File: config.mk
export PLATFORM = sky130hd
export DESIGN_NAME = sbc_cfg_regs
export DESIGN_NICKNAME = d
export VERILOG_FILES = /design/src/sbc_cfg_regs.v /design/src/sbc_pwm.v
export VERILOG_INCLUDE_DIRS = /design/src
export SDC_FILE = /design/constraint.sdc
export NUM_CORES = 1
export LEC_CHECK = 0
export BUFFER_PORTS_ARGS = -buffer_cell sky130_fd_sc_hd__buf_2
export CORE_MARGIN = 3
export CORE_UTILIZATION = 35
export DETAILED_ROUTE_END_ITERATION = 10
export SLEW_MARGIN = 40
export SYNTH_ARGS = -nofsm -noshare
export SYNTH_HDL_FRONTEND = slang
export SYNTH_SLANG_ARGS = --single-unit
File: constraint.sdc
create_clock -name mclk_i -period 3.5 [get_ports mclk_i]
set_clock_uncertainty 0.15 [all_clocks]
set_input_delay 0 -clock mclk_i [delete_from_list [all_inputs] [get_ports mclk_i]]
set_output_delay 0 -clock mclk_i [all_outputs]
set_load 0.02 [all_outputs]
File: src/sbc_regs.vh
// Constants for the PWM and configuration register group of the supply chip.
// Notes on behaviour
// - Duty zero keeps the selected switch off for the whole period.
// - Duty all ones keeps the selected switch on with no off interval.
// - Intermediate duty turns the switch on for duty/255 of each period.
// - A new duty value applies only after the running period has ended.
// - Rate code 00/01/10/11 selects 100/200/325/400 Hz repetition.
// - A new rate code applies only after the running period has ended.
// - Unused upper bits ignore writes and read back as zero.
// - Duty and rate clear on power-on and soft reset, keep over restart.
// - Thermal bit two clear selects default threshold, set selects higher one.
// - Current limit code 00 down, 01 default, 10 up, 11 two up.
// - Protection register powers up 0x01; soft reset keeps it while locked.
// - Low scratch byte clears at power-up only, survives soft reset.
// - Scratch writes accepted only in Normal mode, ignored otherwise.
// - Scratch bytes survive fail-safe, restart and soft reset.
// - Internal logic never reads or acts on the scratch bytes.
// - High scratch byte behaves like the low one, bits 15 to 8.
// - Lock takes effect at chip select rise and holds until power-up.
// - Each access is a 16-bit frame: address and mode, then data.
// - PWM drives low side at pin code 110, high side at 111.
`ifndef SBC_REGS_VH
`define SBC_REGS_VH

// ==========================================================================
// Register addresses (7-bit SPI addresses)
`define SBC_ADDR_PWM_DUTY     7'h18
`define SBC_ADDR_PWM_RATE     7'h1C
`define SBC_ADDR_HW_PROT      7'h1D
`define SBC_ADDR_SCRATCH_LO   7'h1E
`define SBC_ADDR_SCRATCH_HI   7'h1F

// ==========================================================================
// Reset values and fields
`define SBC_RST_PWM_DUTY      8'h00
`define SBC_RST_PWM_RATE      2'h0
`define SBC_RST_SCRATCH       8'h00
`define SBC_RST_THERMAL       1'h0
`define SBC_RST_ILIM          2'h1
`define SBC_HW_THERMAL_BIT    2
`define SBC_HW_ILIM_MSB       1
`define SBC_HW_ILIM_LSB       0
`define SBC_DUTY_FULL         8'hFF

// ==========================================================================
// SPI frame layout
`define SBC_FRAME_BITS        5'd16
`define SBC_ADDR_BITS_DONE    5'd8
`define SBC_MODE_BIT          7
`define SBC_PIN_PWM_LOW       3'h6
`define SBC_PIN_PWM_HIGH      3'h7

// ==========================================================================
// PWM timing
`define SBC_CLK_HZ            125000000
`define SBC_PWM_STEPS         255
`define SBC_STEP_LAST         8'hFE
`define SBC_RATE0_HZ          100
`define SBC_RATE1_HZ          200
`define SBC_RATE2_HZ          325
`define SBC_RATE3_HZ          400
`define SBC_STEP_CYC0         (`SBC_CLK_HZ / (`SBC_RATE0_HZ * `SBC_PWM_STEPS))
`define SBC_STEP_CYC1         (`SBC_CLK_HZ / (`SBC_RATE1_HZ * `SBC_PWM_STEPS))
`define SBC_STEP_CYC2         (`SBC_CLK_HZ / (`SBC_RATE2_HZ * `SBC_PWM_STEPS))
`define SBC_STEP_CYC3         (`SBC_CLK_HZ / (`SBC_RATE3_HZ * `SBC_PWM_STEPS))

`endif

File: src/sbc_cfg_regs.v
// SPI register bank for PWM duty, PWM rate, protection config and scratch bytes.
`timescale 1ns/1ps
`include "sbc_regs.vh"

module sbc_cfg_regs #(
  parameter DIV_W     = 16,
  parameter STEP_CYC0 = `SBC_STEP_CYC0,
  parameter STEP_CYC1 = `SBC_STEP_CYC1,
  parameter STEP_CYC2 = `SBC_STEP_CYC2,
  parameter STEP_CYC3 = `SBC_STEP_CYC3
) (
  input  wire       mclk_i,
  input  wire       rst_n_i,
  input  wire       sclk_i,
  input  wire       chip_select_n_i,
  input  wire       mosi_i,
  output reg        miso_o,
  output reg        miso_oe_o,
  input  wire       soft_reset_i,
  input  wire       normal_mode_i,
  input  wire       cfg_lock_bit_i,
  input  wire [2:0] pin_config_i,
  output reg        high_side_switch_o,
  output reg        low_side_switch_o,
  output wire       thermal_trip_level_o,
  output wire [1:0] supply_current_limit_code_o,
  output wire       lock_active_o
);

  // ==========================================================================
  // Pin synchronisers
  // Stage one of each chain feeds stage two only; edges are found on
  // stages two and three.
  reg  [2:0] sclk_sync;
  reg  [2:0] cs_sync;
  reg  [1:0] mosi_sync;

  always @(posedge mclk_i or negedge rst_n_i) begin
    if (!rst_n_i) begin
      sclk_sync <= 3'h0;
      cs_sync   <= 3'h7;
      mosi_sync <= 2'h0;
    end else begin
      sclk_sync <= {sclk_sync[1:0], sclk_i};
      cs_sync   <= {cs_sync[1:0], chip_select_n_i};
      mosi_sync <= {mosi_sync[0], mosi_i};
    end
  end

  wire sclk_rise = sclk_sync[1] && !sclk_sync[2];
  wire sclk_fall = !sclk_sync[1] && sclk_sync[2];
  wire cs_fall   = !cs_sync[1] && cs_sync[2];
  wire cs_rise   = cs_sync[1] && !cs_sync[2];
  wire cs_active = !cs_sync[1];
  wire mosi_s    = mosi_sync[1];

  // ==========================================================================
  // Register storage
  reg  [7:0] pwm_duty_level;
  reg  [1:0] pwm_period_rate;
  reg        thermal_trip_level;
  reg  [1:0] supply_current_limit_code;
  reg  [7:0] scratch_low_byte;
  reg  [7:0] scratch_high_byte;
  reg        lock_active;

  // Read value of an address; unmapped and reserved bits give zero.
  function [7:0] reg_read;
    input [6:0] addr;
    begin
      case (addr)
        `SBC_ADDR_PWM_DUTY:   reg_read = pwm_duty_level;
        `SBC_ADDR_PWM_RATE:   reg_read = {6'h00, pwm_period_rate};
        `SBC_ADDR_HW_PROT:    reg_read = {5'h00, thermal_trip_level,
                                          supply_current_limit_code};
        `SBC_ADDR_SCRATCH_LO: reg_read = scratch_low_byte;
        `SBC_ADDR_SCRATCH_HI: reg_read = scratch_high_byte;
        default:              reg_read = 8'h00;
      endcase
    end
  endfunction

  // ==========================================================================
  // SPI frame engine
  // Bits travel least significant first: address bits 0-6, the access
  // mode bit 7, then data bits 8-15. The first returned byte is zero;
  // the second carries the addressed register's value before any write.
  reg  [15:0] rx_shift;
  reg  [4:0]  bit_cnt;
  reg  [6:0]  tx_shift;
  reg  [15:0] next_rx;

  always @* begin
    next_rx = {mosi_s, rx_shift[15:1]};
  end

  always @(posedge mclk_i or negedge rst_n_i) begin
    if (!rst_n_i) begin
      rx_shift  <= 16'h0000;
      bit_cnt   <= 5'd0;
      tx_shift  <= 7'h00;
      miso_o    <= 1'b0;
      miso_oe_o <= 1'b0;
    end else begin
      miso_oe_o <= cs_active;
      if (cs_fall) begin
        bit_cnt  <= 5'd0;
        tx_shift <= 7'h00;
        miso_o   <= 1'b0;
      end else if (cs_active) begin
        if (sclk_rise) begin
          rx_shift <= next_rx;
          // Counter saturates so over-long frames stay recognisable.
          if (bit_cnt != 5'h1F) begin
            bit_cnt <= bit_cnt + 5'd1;
          end
        end
        if (sclk_fall) begin
          if (bit_cnt == `SBC_ADDR_BITS_DONE) begin
            {tx_shift, miso_o} <= reg_read(rx_shift[14:8]);
          end else begin
            miso_o   <= tx_shift[0];
            tx_shift <= {1'b0, tx_shift[6:1]};
          end
        end
      end
    end
  end

  // A write commits only at chip select release and only for exact frames,
  // so a frame cut short never leaves a half-written register.
  wire        frame_ok  = cs_rise && (bit_cnt == `SBC_FRAME_BITS);
  wire        wr_frame  = frame_ok && rx_shift[`SBC_MODE_BIT];
  wire [6:0]  wr_addr   = rx_shift[6:0];
  wire [7:0]  wr_data   = rx_shift[15:8];

  function wr_hit;
    input [6:0] addr;
    begin
      wr_hit = wr_frame && (wr_addr == addr);
    end
  endfunction

  // ==========================================================================
  // Configuration lock
  // lock engages at chip select rise.
  always @(posedge mclk_i or negedge rst_n_i) begin
    if (!rst_n_i) begin
      lock_active <= 1'b0;
    end else if (cs_rise && cfg_lock_bit_i) begin
      lock_active <= 1'b1;
    end
  end

  // ==========================================================================
  // PWM setting registers
  // Restart does not touch these; only power-on and soft reset clear them.
  // clear on power-on and soft reset.
  always @(posedge mclk_i or negedge rst_n_i) begin
    if (!rst_n_i) begin
      pwm_duty_level  <= `SBC_RST_PWM_DUTY;
      pwm_period_rate <= `SBC_RST_PWM_RATE;
    end else if (soft_reset_i) begin
      pwm_duty_level  <= `SBC_RST_PWM_DUTY;
      pwm_period_rate <= `SBC_RST_PWM_RATE;
    end else begin
      if (wr_hit(`SBC_ADDR_PWM_DUTY)) begin
        pwm_duty_level <= wr_data;
      end
      if (wr_hit(`SBC_ADDR_PWM_RATE)) begin
        pwm_period_rate <= wr_data[1:0];
      end
    end
  end

  // ==========================================================================
  // Protection configuration register
  // power-up value and locked soft reset.
  always @(posedge mclk_i or negedge rst_n_i) begin
    if (!rst_n_i) begin
      thermal_trip_level        <= `SBC_RST_THERMAL;
      supply_current_limit_code <= `SBC_RST_ILIM;
    end else if (soft_reset_i) begin
      if (!lock_active) begin
        thermal_trip_level        <= `SBC_RST_THERMAL;
        supply_current_limit_code <= `SBC_RST_ILIM;
      end
    end else if (wr_hit(`SBC_ADDR_HW_PROT) && !lock_active) begin
      thermal_trip_level        <= wr_data[`SBC_HW_THERMAL_BIT];
      supply_current_limit_code <= wr_data[`SBC_HW_ILIM_MSB:`SBC_HW_ILIM_LSB];
    end
  end

  assign thermal_trip_level_o        = thermal_trip_level;
  // code passes to regulator; code 11 is accepted though discouraged.
  assign supply_current_limit_code_o = supply_current_limit_code;
  assign lock_active_o               = lock_active;

  // ==========================================================================
  // Host scratch bytes
  // These are cleared only by power-on reset; no restart or soft reset input
  // reaches them, normal_mode_i gates their writes, and only the SPI read path reads them.
  // power-on only.
  always @(posedge mclk_i or negedge rst_n_i) begin
    if (!rst_n_i) begin
      scratch_low_byte  <= `SBC_RST_SCRATCH;
      scratch_high_byte <= `SBC_RST_SCRATCH;
    end else if (normal_mode_i) begin
      if (wr_hit(`SBC_ADDR_SCRATCH_LO)) begin
        scratch_low_byte <= wr_data;
      end
      if (wr_hit(`SBC_ADDR_SCRATCH_HI)) begin
        scratch_high_byte <= wr_data;
      end
    end
  end

  // ==========================================================================
  // PWM generator and pin switch selection
  wire pwm_level;

  sbc_pwm #(
    .DIV_W     (DIV_W),
    .STEP_CYC0 (STEP_CYC0),
    .STEP_CYC1 (STEP_CYC1),
    .STEP_CYC2 (STEP_CYC2),
    .STEP_CYC3 (STEP_CYC3)
  ) u_pwm (
    .mclk_i       (mclk_i),
    .rst_n_i      (rst_n_i),
    .duty_i       (pwm_duty_level),
    .rate_i       (pwm_period_rate),
    .pwm_o        (pwm_level),
    .period_end_o ()
  );

  // route PWM to low or high side.
  always @(posedge mclk_i or negedge rst_n_i) begin
    if (!rst_n_i) begin
      high_side_switch_o <= 1'b0;
      low_side_switch_o  <= 1'b0;
    end else begin
      high_side_switch_o <= pwm_level && (pin_config_i == `SBC_PIN_PWM_HIGH);
      low_side_switch_o  <= pwm_level && (pin_config_i == `SBC_PIN_PWM_LOW);
    end
  end

endmodule // sbc_cfg_regs

File: src/sbc_pwm.v
// PWM generator with period-aligned update of duty and rate.
`timescale 1ns/1ps
`include "sbc_regs.vh"

module sbc_pwm #(
  parameter DIV_W     = 16,
  parameter STEP_CYC0 = `SBC_STEP_CYC0,
  parameter STEP_CYC1 = `SBC_STEP_CYC1,
  parameter STEP_CYC2 = `SBC_STEP_CYC2,
  parameter STEP_CYC3 = `SBC_STEP_CYC3
) (
  input  wire       mclk_i,
  input  wire       rst_n_i,
  input  wire [7:0] duty_i,
  input  wire [1:0] rate_i,
  output reg        pwm_o,
  output wire       period_end_o
);

  reg  [DIV_W-1:0] div_cnt;
  reg  [7:0]       step;
  reg  [7:0]       duty_act;
  reg  [1:0]       rate_act;
  reg  [DIV_W-1:0] div_last;
  wire             step_tick;

  // ==========================================================================
  // Step pacing
  // rate code to step length.
  always @* begin
    case (rate_act)
      2'h0:    div_last = STEP_CYC0[DIV_W-1:0] - {{(DIV_W-1){1'b0}}, 1'b1};
      2'h1:    div_last = STEP_CYC1[DIV_W-1:0] - {{(DIV_W-1){1'b0}}, 1'b1};
      2'h2:    div_last = STEP_CYC2[DIV_W-1:0] - {{(DIV_W-1){1'b0}}, 1'b1};
      default: div_last = STEP_CYC3[DIV_W-1:0] - {{(DIV_W-1){1'b0}}, 1'b1};
    endcase
  end

  assign step_tick    = (div_cnt == div_last);
  assign period_end_o = step_tick && (step == `SBC_STEP_LAST);

  // ==========================================================================
  // Step counter and period latch
  // step counter per period.
  always @(posedge mclk_i or negedge rst_n_i) begin
    if (!rst_n_i) begin
      div_cnt  <= {DIV_W{1'b0}};
      step     <= 8'h00;
      duty_act <= `SBC_RST_PWM_DUTY;
      rate_act <= `SBC_RST_PWM_RATE;
      pwm_o    <= 1'b0;
    end else begin
      if (step_tick) begin
        div_cnt <= {DIV_W{1'b0}};
      end else begin
        div_cnt <= div_cnt + {{(DIV_W-1){1'b0}}, 1'b1};
      end
      if (period_end_o) begin
        step     <= 8'h00;
        duty_act <= duty_i;
        rate_act <= rate_i;
      end else if (step_tick) begin
        step <= step + 8'h01;
      end
      // duty compare; 255 steps make 0xFF always on.
      pwm_o <= (step < duty_act);
    end
  end

endmodule // sbc_pwm

==> results of run 1 <==
metal layers:
metal / share of wire [%] / global-route usage (%) / up-vias
met2: 47 / 20.42 / 45
li1: - / - / 1578
met1: 50 / 17.80 / 1591
met3: 2.8 / 2.873 / 6
met4: 0.80 / 3.546 / 0
met5: 0 / 0 / -
kinds of logic after synthesis:
group / Yosys count / synth area share [%]
AO/OA/AOI/OAI: 62 / 8.612
multiplexers: 61 / 13.99
adder cells (fa/ha/maj): 18 / 4.586
flip-flops: 105 / 53.60
XOR/XNOR: 22 / 3.924
AND/OR/NAND/NOR: 122 / 12.87
buffers and inverters: 31 / 2.420
worst max-delay path by stage:
stage,endpoint,start,cells after the start,slack [ns]
final,u_pwm.step[7],u_pwm.rate_act[1],8,0.50
after global placement,u_pwm.rate_act[1],u_pwm.rate_act[1],7,0.61
after floorplan,u_pwm.duty_act[0],u_pwm.rate_act[1],7,0.79
after detailed placement,u_pwm.step[7],u_pwm.rate_act[1],8,0.52
after CTS,u_pwm.duty_act[7],u_pwm.rate_act[1],7,0.48
after global routing,u_pwm.step[7],u_pwm.rate_act[1],8,0.11
flip-flops by register name, summed over array words and instances, names as in the netlist, 5 cells and up:
register,cells
rx_shift,16
u_pwm.div_cnt,16
pwm_duty_level,8
scratch_high_byte,8
scratch_low_byte,8
u_pwm.duty_act,8
u_pwm.step,8
tx_shift,7
bit_cnt,5
cell type report:
| cell class | count | share of cell area [%] |
|---|---|---|
| timing repair buffer | 33 | 4.152 |
| clock buffer | 9 | 3.996 |
| multi-input combinational | 285 | 38.41 |
| clock inverter | 7 | 1.488 |
| tap | 176 | 3.908 |
| sequential | 105 | 46.71 |
| inverter | 20 | 1.332 |
per-stage QoR:
stage | setup WS [ns] | area [µm²]
after detailed placement | 0.5163 | 5224
after floorplan | 0.7863 | 4911
final | 0.5021 | 5635
after CTS | 0.4830 | 5633
after global placement | 0.6059 | 5215
after global routing | 0.1134 | 5635
power breakdown:
group / total [W] / switching (W) / internal [W]
Combinational: 0.0000986 / 0.0000524 / 0.0000462
Clock: 0.00104 / 0.000469 / 0.000572
Sequential: 0.00130 / 0.0000520 / 0.00124
Total: 0.00244 / 0.000573 / 0.00186
layout by cell type, fill, tap and decap left out, types with 3 or more instances in the layout:
cell,count
a21oi_1,8
a22oi_1,7
and3_1,4
buf_2,18
buf_4,4
clkbuf_16,9
dfrtp_1,101
dfstp_2,4
dlygate4sd3_1,10
ha_1,18
inv_1,20
inv_6,3
mux2_2,41
mux2i_1,18
nand2_1,18
nand3_1,13
nand4_1,7
nor2_1,44
nor2b_1,4
nor3_1,8
nor3_2,3
nor4bb_1,4
o21ai_0,14
o31ai_1,6
o41ai_1,5
xnor2_1,8
xor2_1,14
==> metrics.yaml, run 1 <==
slew_headroom_pct: 45.06
diodes: 0
start_util_pct: 36.36
worstReg2RegEnd: "u_pwm.step[7]"
fill_cells: 1225
vdd_drop_max_mv: 0.2320
die_h_um: 124.5
clock-sinks: 105
grt_pass1_wl_mm: 16.66
fin_nets: 483
status: "complete, no violations"
p_per_area_nw_per_um2: 432.2
ys_top_cells_by_count: "dfrtp_1, nor2_1, mux2_2"
htreeDepth: 3
gr-total-overflow: 0
hold_path.class: "in2async"
hold_viol: 0
synthArstFlopShare_pct: 100.0
cp_data_required_time_ns: 3.57
routedWlPerCell_um: 15.03
cp-start-kind: "register"
yosys_warnings: 0
antenna_found_initial: 0
rows: 42
synthFlopType: "dfrtp_1"
ctsResizeCount: 0
worstMarginPinSlew_ns: 0.8196
layout.core_utilization_pct: 41.73
syn_inst: 421
max_stage_delay_ns: 0.48
p_leak_nw: 2.547
cts_tree: "done"
numCtsBuffers: 9
num_vias: 3220
syn-num-nets: 450
final_cell_count_no_fill: 635
synth_edf_count: 0
dieArea_um2: 15490
netlist_area_um2: 4911
postCtsHoldBufs: 10
yosysMostFrequentCell: "dfrtp_1"
drv_cap: 0
drive_above_1_share_pct: 20.26
cp_max_fo: 10
synth_cell_types: 51
grt_max_degree: 87
hold_slack_ns: 0.1059
fp.coreArea_um2: 13510
post-route-period-util_pct: 85.65
via_per_inst: 5.071
drv_slew: 0
ys_seq_area_share_pct: 53.61
worst-path-buf-inv: 2
placed_cells: 609
ant_nets: 0
clk_pin_slew_worst_paths_ns: 0.07
synth_top_area_share_pct: 51.46
multi_input_area_um2: 2165
wl_mm: 9.545
setup_tns_ns: 0
grt_pass1_vias: 3368
r2r_start: "u_pwm.rate_act[1]"
die_x_um: 124.5
critPathKind: "reg2reg"
finalSetupViolations: 0
cts_setup_buffers: 0
drc_errors: 0
port_buffers: 18
synthToLayoutAreaGrowth_pct: 14.75
final-seq-area_um2: 2633
endpoint_kind: "register"
power_w: 0.002435
ys_top_cells_by_area: "dfrtp_1, mux2_2, ha_1"
synth_area_leader_cell: "dfrtp_1"
cp.arrival_ns: 3.06
drtPass1Iterations: 4
min_period_ns: 2.998
syn_area_per_cell_um2: 11.66
clk_path_buf_depth: 2
clock_latency_ns: 0.34
crit_chain: "inv_1 > ha_1 > xor2_1 > a2111oi_0 > nand3_1 > buf_4 > or2_0 > o41ai_1"
drt-initial-drc-count: 228
path_delay_family: "compound AO/OA/AOI/OAI gates"
hpwlAfterDp_mm: 6.770
rsz0062_at_grt: "false"
gp_congestion: 0.8500
grt_usage_pct: 12.87
cts_root_buf: "clkbuf_16"
slowest_stage: "dfrtp_1"
pin_count: 19
r2r_slack_ns: 0.50
yosys_register_bits: 105
timing.fmax_ghz: 0.3336
rr_worst_depth: 8
(Power assumes the default switching activity.)
==> inputs of run 2 (changes only) <==
- CELL_PAD_IN_SITES_DETAIL_PLACEMENT: not set -> 1
- CELL_PAD_IN_SITES_GLOBAL_PLACEMENT: not set -> 1
- CORE_UTILIZATION: 35 -> 45
- PLACE_DENSITY_LB_ADDON: not set -> 0.1
==> metrics.yaml, run 2 (synthesis gave the netlist of run 1 again) <==
clock-sinks: 105  # unchanged
drtPass1Iterations: 4  # unchanged
cp-start-kind: "register"
multi_input_area_um2: 2165  # unchanged
seq_power_share_pct: 61.3  # +8.1 points
gp_congestion: 0.7911  # -6.9%
wl_mm: 10.63  # +11%
numCtsBuffers: 9  # unchanged
final_area_um2: 5488  # -2.6%
hold_path.class: "in2async"
num_vias: 3287  # +2.1%
max_stage_delay_ns: 0.70  # +0.22 ns
rsz0062_at_grt: "false"
fill_cells: 1124  # -8.2%
vdd_drop_max_mv: 0.2387  # +2.9%
pin_count: 19  # unchanged
rows: 37  # -12%
finalSetupViolations: 0  # unchanged
final-seq-area_um2: 2633  # unchanged
placed_area_um2: 5194  # -0.57%
fin_nets: 486  # +0.62%
setup_tns_ns: 0  # unchanged
critPathKind: "reg2reg"
clock_power_share_pct: 34.0  # -8.7 points
ant_nets: 0  # unchanged
cts_tree: "done"
swShare_pct: 24.08  # +0.55 points
grt_usage_pct: 18.88  # +6.0 points
crit_chain: "inv_1 > ha_1 > xor2_1 > a2111oi_0 > nand3_1 > nor4_4 > mux2_2"
final_cell_mix: "dfrtp_1, nor2_1, mux2_2, inv_1, buf_2"
hpwlAfterDp_mm: 7.410  # +9.4%
post-route-period-util_pct: 88.72  # +3.1 points
hold_viol: 0  # unchanged
die_h_um: 110.5  # -11%
drt-initial-drc-count: 163  # -29%
status: "complete, no violations"
worstMarginPinSlew_ns: 0.8221  # +0.002545 ns
timing.fmax_ghz: 0.3220  # -3.5%
p_leak_nw: 2.504  # -1.7%
ctsResizeCount: 0  # unchanged
synthToLayoutAreaGrowth_pct: 11.75
final_common_cell: "dfrtp_1"
gr-total-overflow: 0  # unchanged
routedWlPerCell_um: 17.77  # +18%
drc_errors: 0  # unchanged
path_delay_family: "simple AND/OR/NAND/NOR gates"
drv_slew: 0  # unchanged
min_period_ns: 3.105  # +0.1073 ns
grt_pass1_wl_mm: 18.71  # +12%
diodes: 0  # unchanged
antenna_found_initial: 0  # unchanged
fp.coreArea_um2: 10460  # -23%
clock_latency_ns: 0.38  # +0.04 ns
htreeDepth: 3  # unchanged
grt_max_degree: 86  # -1.1%
drive_above_1_share_pct: 20.78  # +0.52 points
cp_max_fo: 10  # unchanged
cp.arrival_ns: 3.22  # +0.16 ns
p_comb_share_pct: 4.7  # +0.7 points
cts_root_buf: "clkbuf_8"
p_per_area_nw_per_um2: 385.5  # -11%
via_per_inst: 5.497  # +8.4%
reg.largest.list: "rx_shift x16, u_pwm.div_cnt x16"
clk_pin_slew_worst_paths_ns: 0.10  # +0.03 ns
dieArea_um2: 12200  # -21%
p_sw_w: 0.0005094  # -11%
clk_path_buf_depth: 2  # unchanged
slowest_stage: "nor4_4"
cp_data_required_time_ns: 3.61  # +0.04 ns
die_x_um: 110.5  # -11%
drv_cap: 0  # unchanged
grt_pass1_vias: 3525  # +4.7%
slew_headroom_pct: 45.19  # +0.13 points
endpoint_kind: "register"
worst-path-buf-inv: 1  # -1
p_int_w: 0.001606  # -14%
port_buffers: 18  # unchanged
start_util_pct: 46.94  # +11 points
==> run 2: power groups by stage <==
stage	clock network, W	registers [W]	logic (W)
finish	0.000718	0.00130	0.000100
global placement	0	0.00132	0.0000918
CTS	0.000752	0.00130	0.000103
global route	0.000806	0.00131	0.000116
detailed placement	0	0.00132	0.0000952
floorplan	0	0.00130	0.0000577
==> run 2: worst paths after layout <==
check,from,end,slack (ns),cells past startpoint
setup reg to reg,u_pwm.rate_act[1],u_pwm.duty_act[0],0.39,7
max in group asynchronous,rst_n_i,u_pwm.div_cnt[9],2.33,3
setup / recovery,u_pwm.rate_act[1],u_pwm.duty_act[0],0.39,7
hold / removal,rst_n_i,sclk_sync[0],0.07,2
min in group mclk_i,sclk_i,sclk_sync[0],0.12,2
hold reg to reg,cs_sync[0],cs_sync[1],0.21,0
==> run 2: stage by stage <==
| step | std cells | setup slack (ns) | hold WS, ns | util [%] | power, W |
|---|---|---|---|---|---|
| final | 598 | 0.3948 | 0.07190 | 52.45 | 0.002115 |
| after global routing | 598 | 0.1524 | 0.1090 | 52.45 | 0.002228 |
| after CTS | 598 | 0.3311 | 0.09539 | 52.43 | 0.002151 |
| after detailed placement | 572 | 0.3542 | -0.04317 | 49.64 | 0.001416 |
| after global placement | 570 | 0.5837 | -0.04451 | 49.51 | 0.001410 |
| after floorplan | 421 | 0.7863 | -0.4456 | - | 0.001353 |
==> run 2: final cells by class <==
class                   instances  share of cell area, %
flip-flops and latches        105                  47.97
multi-input cells             285                  39.44
repair buffers                 36                  4.628
well taps                     136                  3.101
clock buffers                  12                  3.010
inverters                      20                  1.368
clock inverters                 4                 0.4788
==> run 2: timing repair <==
| action | 4_1_cts | 5_1_grt |
|---|---|---|
| hold endpoints to repair | 101 | 0 |
| setup buffers | 0 | 0 |
| hold buffers | 10 | 0 |
==> run 2: routing by layer <==
metal	share of wire, %	vias to the layer above	global-route usage, %
li1	-	1584	-
met1	52	1656	27.98
met2	44	40	28.11
met3	3.4	7	5.315
met4	0.74	0	3.202
met5	0	-	0
==> inputs of run 3 (changes only) <==
- CORE_ASPECT_RATIO: not set -> 1.2
==> metrics.yaml, run 3 (synthesis gave the netlist of run 1 again) <==
die_h_um: 120.4  # +9.0%
r2r_slack_ns: 0.60  # +0.21 ns
final_common_cell: "dfrtp_1"
drv_cap: 0  # unchanged
diodes: 0  # unchanged
grt_max_degree: 80  # -7.0%
clock-sinks: 105  # unchanged
routedWlPerCell_um: 17.64  # -0.74%
p_int_w: 0.001974  # +23%
post-route-period-util_pct: 82.77  # -5.9 points
postCtsHoldBufs: 10  # unchanged
rows: 41  # +11%
cp_max_fo: 9  # -1
finalSetupViolations: 0  # unchanged
gr-total-overflow: 0  # unchanged
antenna_found_initial: 0  # unchanged
setup_tns_ns: 0  # unchanged
slew_headroom_pct: 50.86  # +5.7 points
via_per_inst: 5.587  # +1.7%
multi_input_area_um2: 2165  # unchanged
cts_setup_buffers: 0  # unchanged
seq_power_share_pct: 51.8  # -9.5 points
numCtsBuffers: 9  # unchanged
drt-initial-drc-count: 166  # +1.8%
clk_pin_slew_worst_paths_ns: 0.07  # -0.03 ns
min_period_ns: 2.897  # -0.2082 ns
rr_worst_depth: 7  # unchanged
critPathKind: "reg2reg"
drive_above_1_share_pct: 20.43  # -0.34 points
status: "complete, no violations"
final-seq-area_um2: 2634  # about the same
reg.largest.list: "rx_shift x16, u_pwm.div_cnt x16"
clock_power_share_pct: 44.1  # +10 points
cts_root_buf: "clkbuf_16"
grt_usage_pct: 18.93  # +0.052 points
num_vias: 3291  # +0.12%
ant_nets: 0  # unchanged
start_util_pct: 46.47  # -0.47 points
p_per_area_nw_per_um2: 446.2  # +16%
final_cell_count_no_fill: 589  # -1.5%
hold_viol: 0  # unchanged
worstMarginPinSlew_ns: 0.7330  # -0.08909 ns
use_met3_pct: 3.347  # -2.0 points
cp.arrival_ns: 2.97  # -0.25 ns
grt_pass1_wl_mm: 18.24  # -2.5%
p_comb_share_pct: 4.1  # -0.6 points
busiest_layer: "met2"
cp_data_required_time_ns: 3.57  # -0.04 ns
cp-start-kind: "register"
final_cell_mix: "dfrtp_1, nor2_1, mux2_2, inv_1"
gp_congestion: 0.7479  # -5.5%
drc_errors: 0  # unchanged
swShare_pct: 21.19  # -2.9 points
clock_latency_ns: 0.34  # -0.04 ns
dieArea_um2: 12210  # about the same
drtPass1Iterations: 4  # unchanged
ctsResizeCount: 0  # unchanged
synthToLayoutAreaGrowth_pct: 14.32
endpoint_kind: "register"
hpwlAfterDp_mm: 7.328  # -1.1%
p_leak_nw: 2.564  # +2.4%
hold_path.class: "in2async"
rsz0062_at_grt: "false"
use_met2_pct: 31.38  # +3.3 points
fin_nets: 485  # -0.21%
htreeDepth: 3  # unchanged
die_x_um: 101.4  # -8.2%
wl_mm: 10.39  # -2.2%
vdd_drop_max_mv: 0.3694  # +55%
fill_cells: 1104  # -1.8%
drv_slew: 0  # unchanged
cts_tree: "done"
fp.coreArea_um2: 10570  # +1.0%
gr-usage-met1_pct: 25.30  # -2.7 points
timing.fmax_ghz: 0.3452  # +7.2%
pin_count: 19  # unchanged
port_buffers: 18  # unchanged
clk_path_buf_depth: 2  # unchanged
grt_pass1_vias: 3573  # +1.4%
p_sw_w: 0.0005309  # +4.2%
placed_cells: 564  # -1.4%
==> run 3: power by group through the flow <==
stage	logic, W	clock network (W)	registers [W]
floorplan	0.0000577	0	0.00130
global placement	0.0000940	0	0.00132
detailed placement	0.0000986	0	0.00132
CTS	0.000106	0.00114	0.00130
global route	0.000117	0.00118	0.00130
finish	0.000103	0.00110	0.00130
==> run 3: layout make-up <==
cell class / count / area share (%)
clock buffers: 13 / 4.814
clock inverters: 2 / 1.070
inverters: 20 / 1.337
multi-input cells: 285 / 38.56
flip-flops and latches: 105 / 46.91
well taps: 129 / 2.875
repair buffers: 35 / 4.435
==> run 3: final timing paths <==
path / endpoint / start
max in group asynchronous: cs_sync[2] / rst_n_i
min in group mclk_i: scratch_low_byte[0] / normal_mode_i
min: u_pwm.pwm_o / rst_n_i
min reg2reg: sclk_sync[1] / sclk_sync[0]
max reg2reg: u_pwm.step[7] / u_pwm.rate_act[1]
max: u_pwm.step[7] / u_pwm.rate_act[1]
==> run 3: layer usage <==
layer / routed length, µm / share of wire [%] / up-vias
li1: - / - / 1579
met1: 4840 / 47 / 1679
met2: 5249 / 51 / 21
met3: 180 / 1.7 / 12
met4: 119 / 1.1 / 0
met5: 0 / 0 / -
==> run 3: worst max-delay path: stages, from the launching register on <==
cell,delay [ns]
dfrtp_1,0.47
inv_1,0.10
ha_1,0.23
or4b_1,0.52
o22ai_1,0.18
nand3_1,0.20
or2_0,0.47
o41ai_1,0.45
==> run 3: per-stage QoR <==
| step | total power (W) | utilization, % | cell area (µm²) | hold slack [ns] | worst slack (ns) |
|---|---|---|---|---|---|
| floorplan | 0.001353 | - | 4911 | -0.4456 | 0.7863 |
| CTS | 0.002538 | 53.11 | 5613 | 0.1062 | 0.5680 |
| global placement | 0.001410 | 49.01 | 5179 | -0.04573 | 0.7488 |
| finish | 0.002505 | 53.13 | 5614 | 0.08958 | 0.6030 |
| global route | 0.002600 | 53.13 | 5614 | 0.1320 | 0.3414 |
| detailed placement | 0.001419 | 49.04 | 5182 | -0.06322 | 0.5542 |
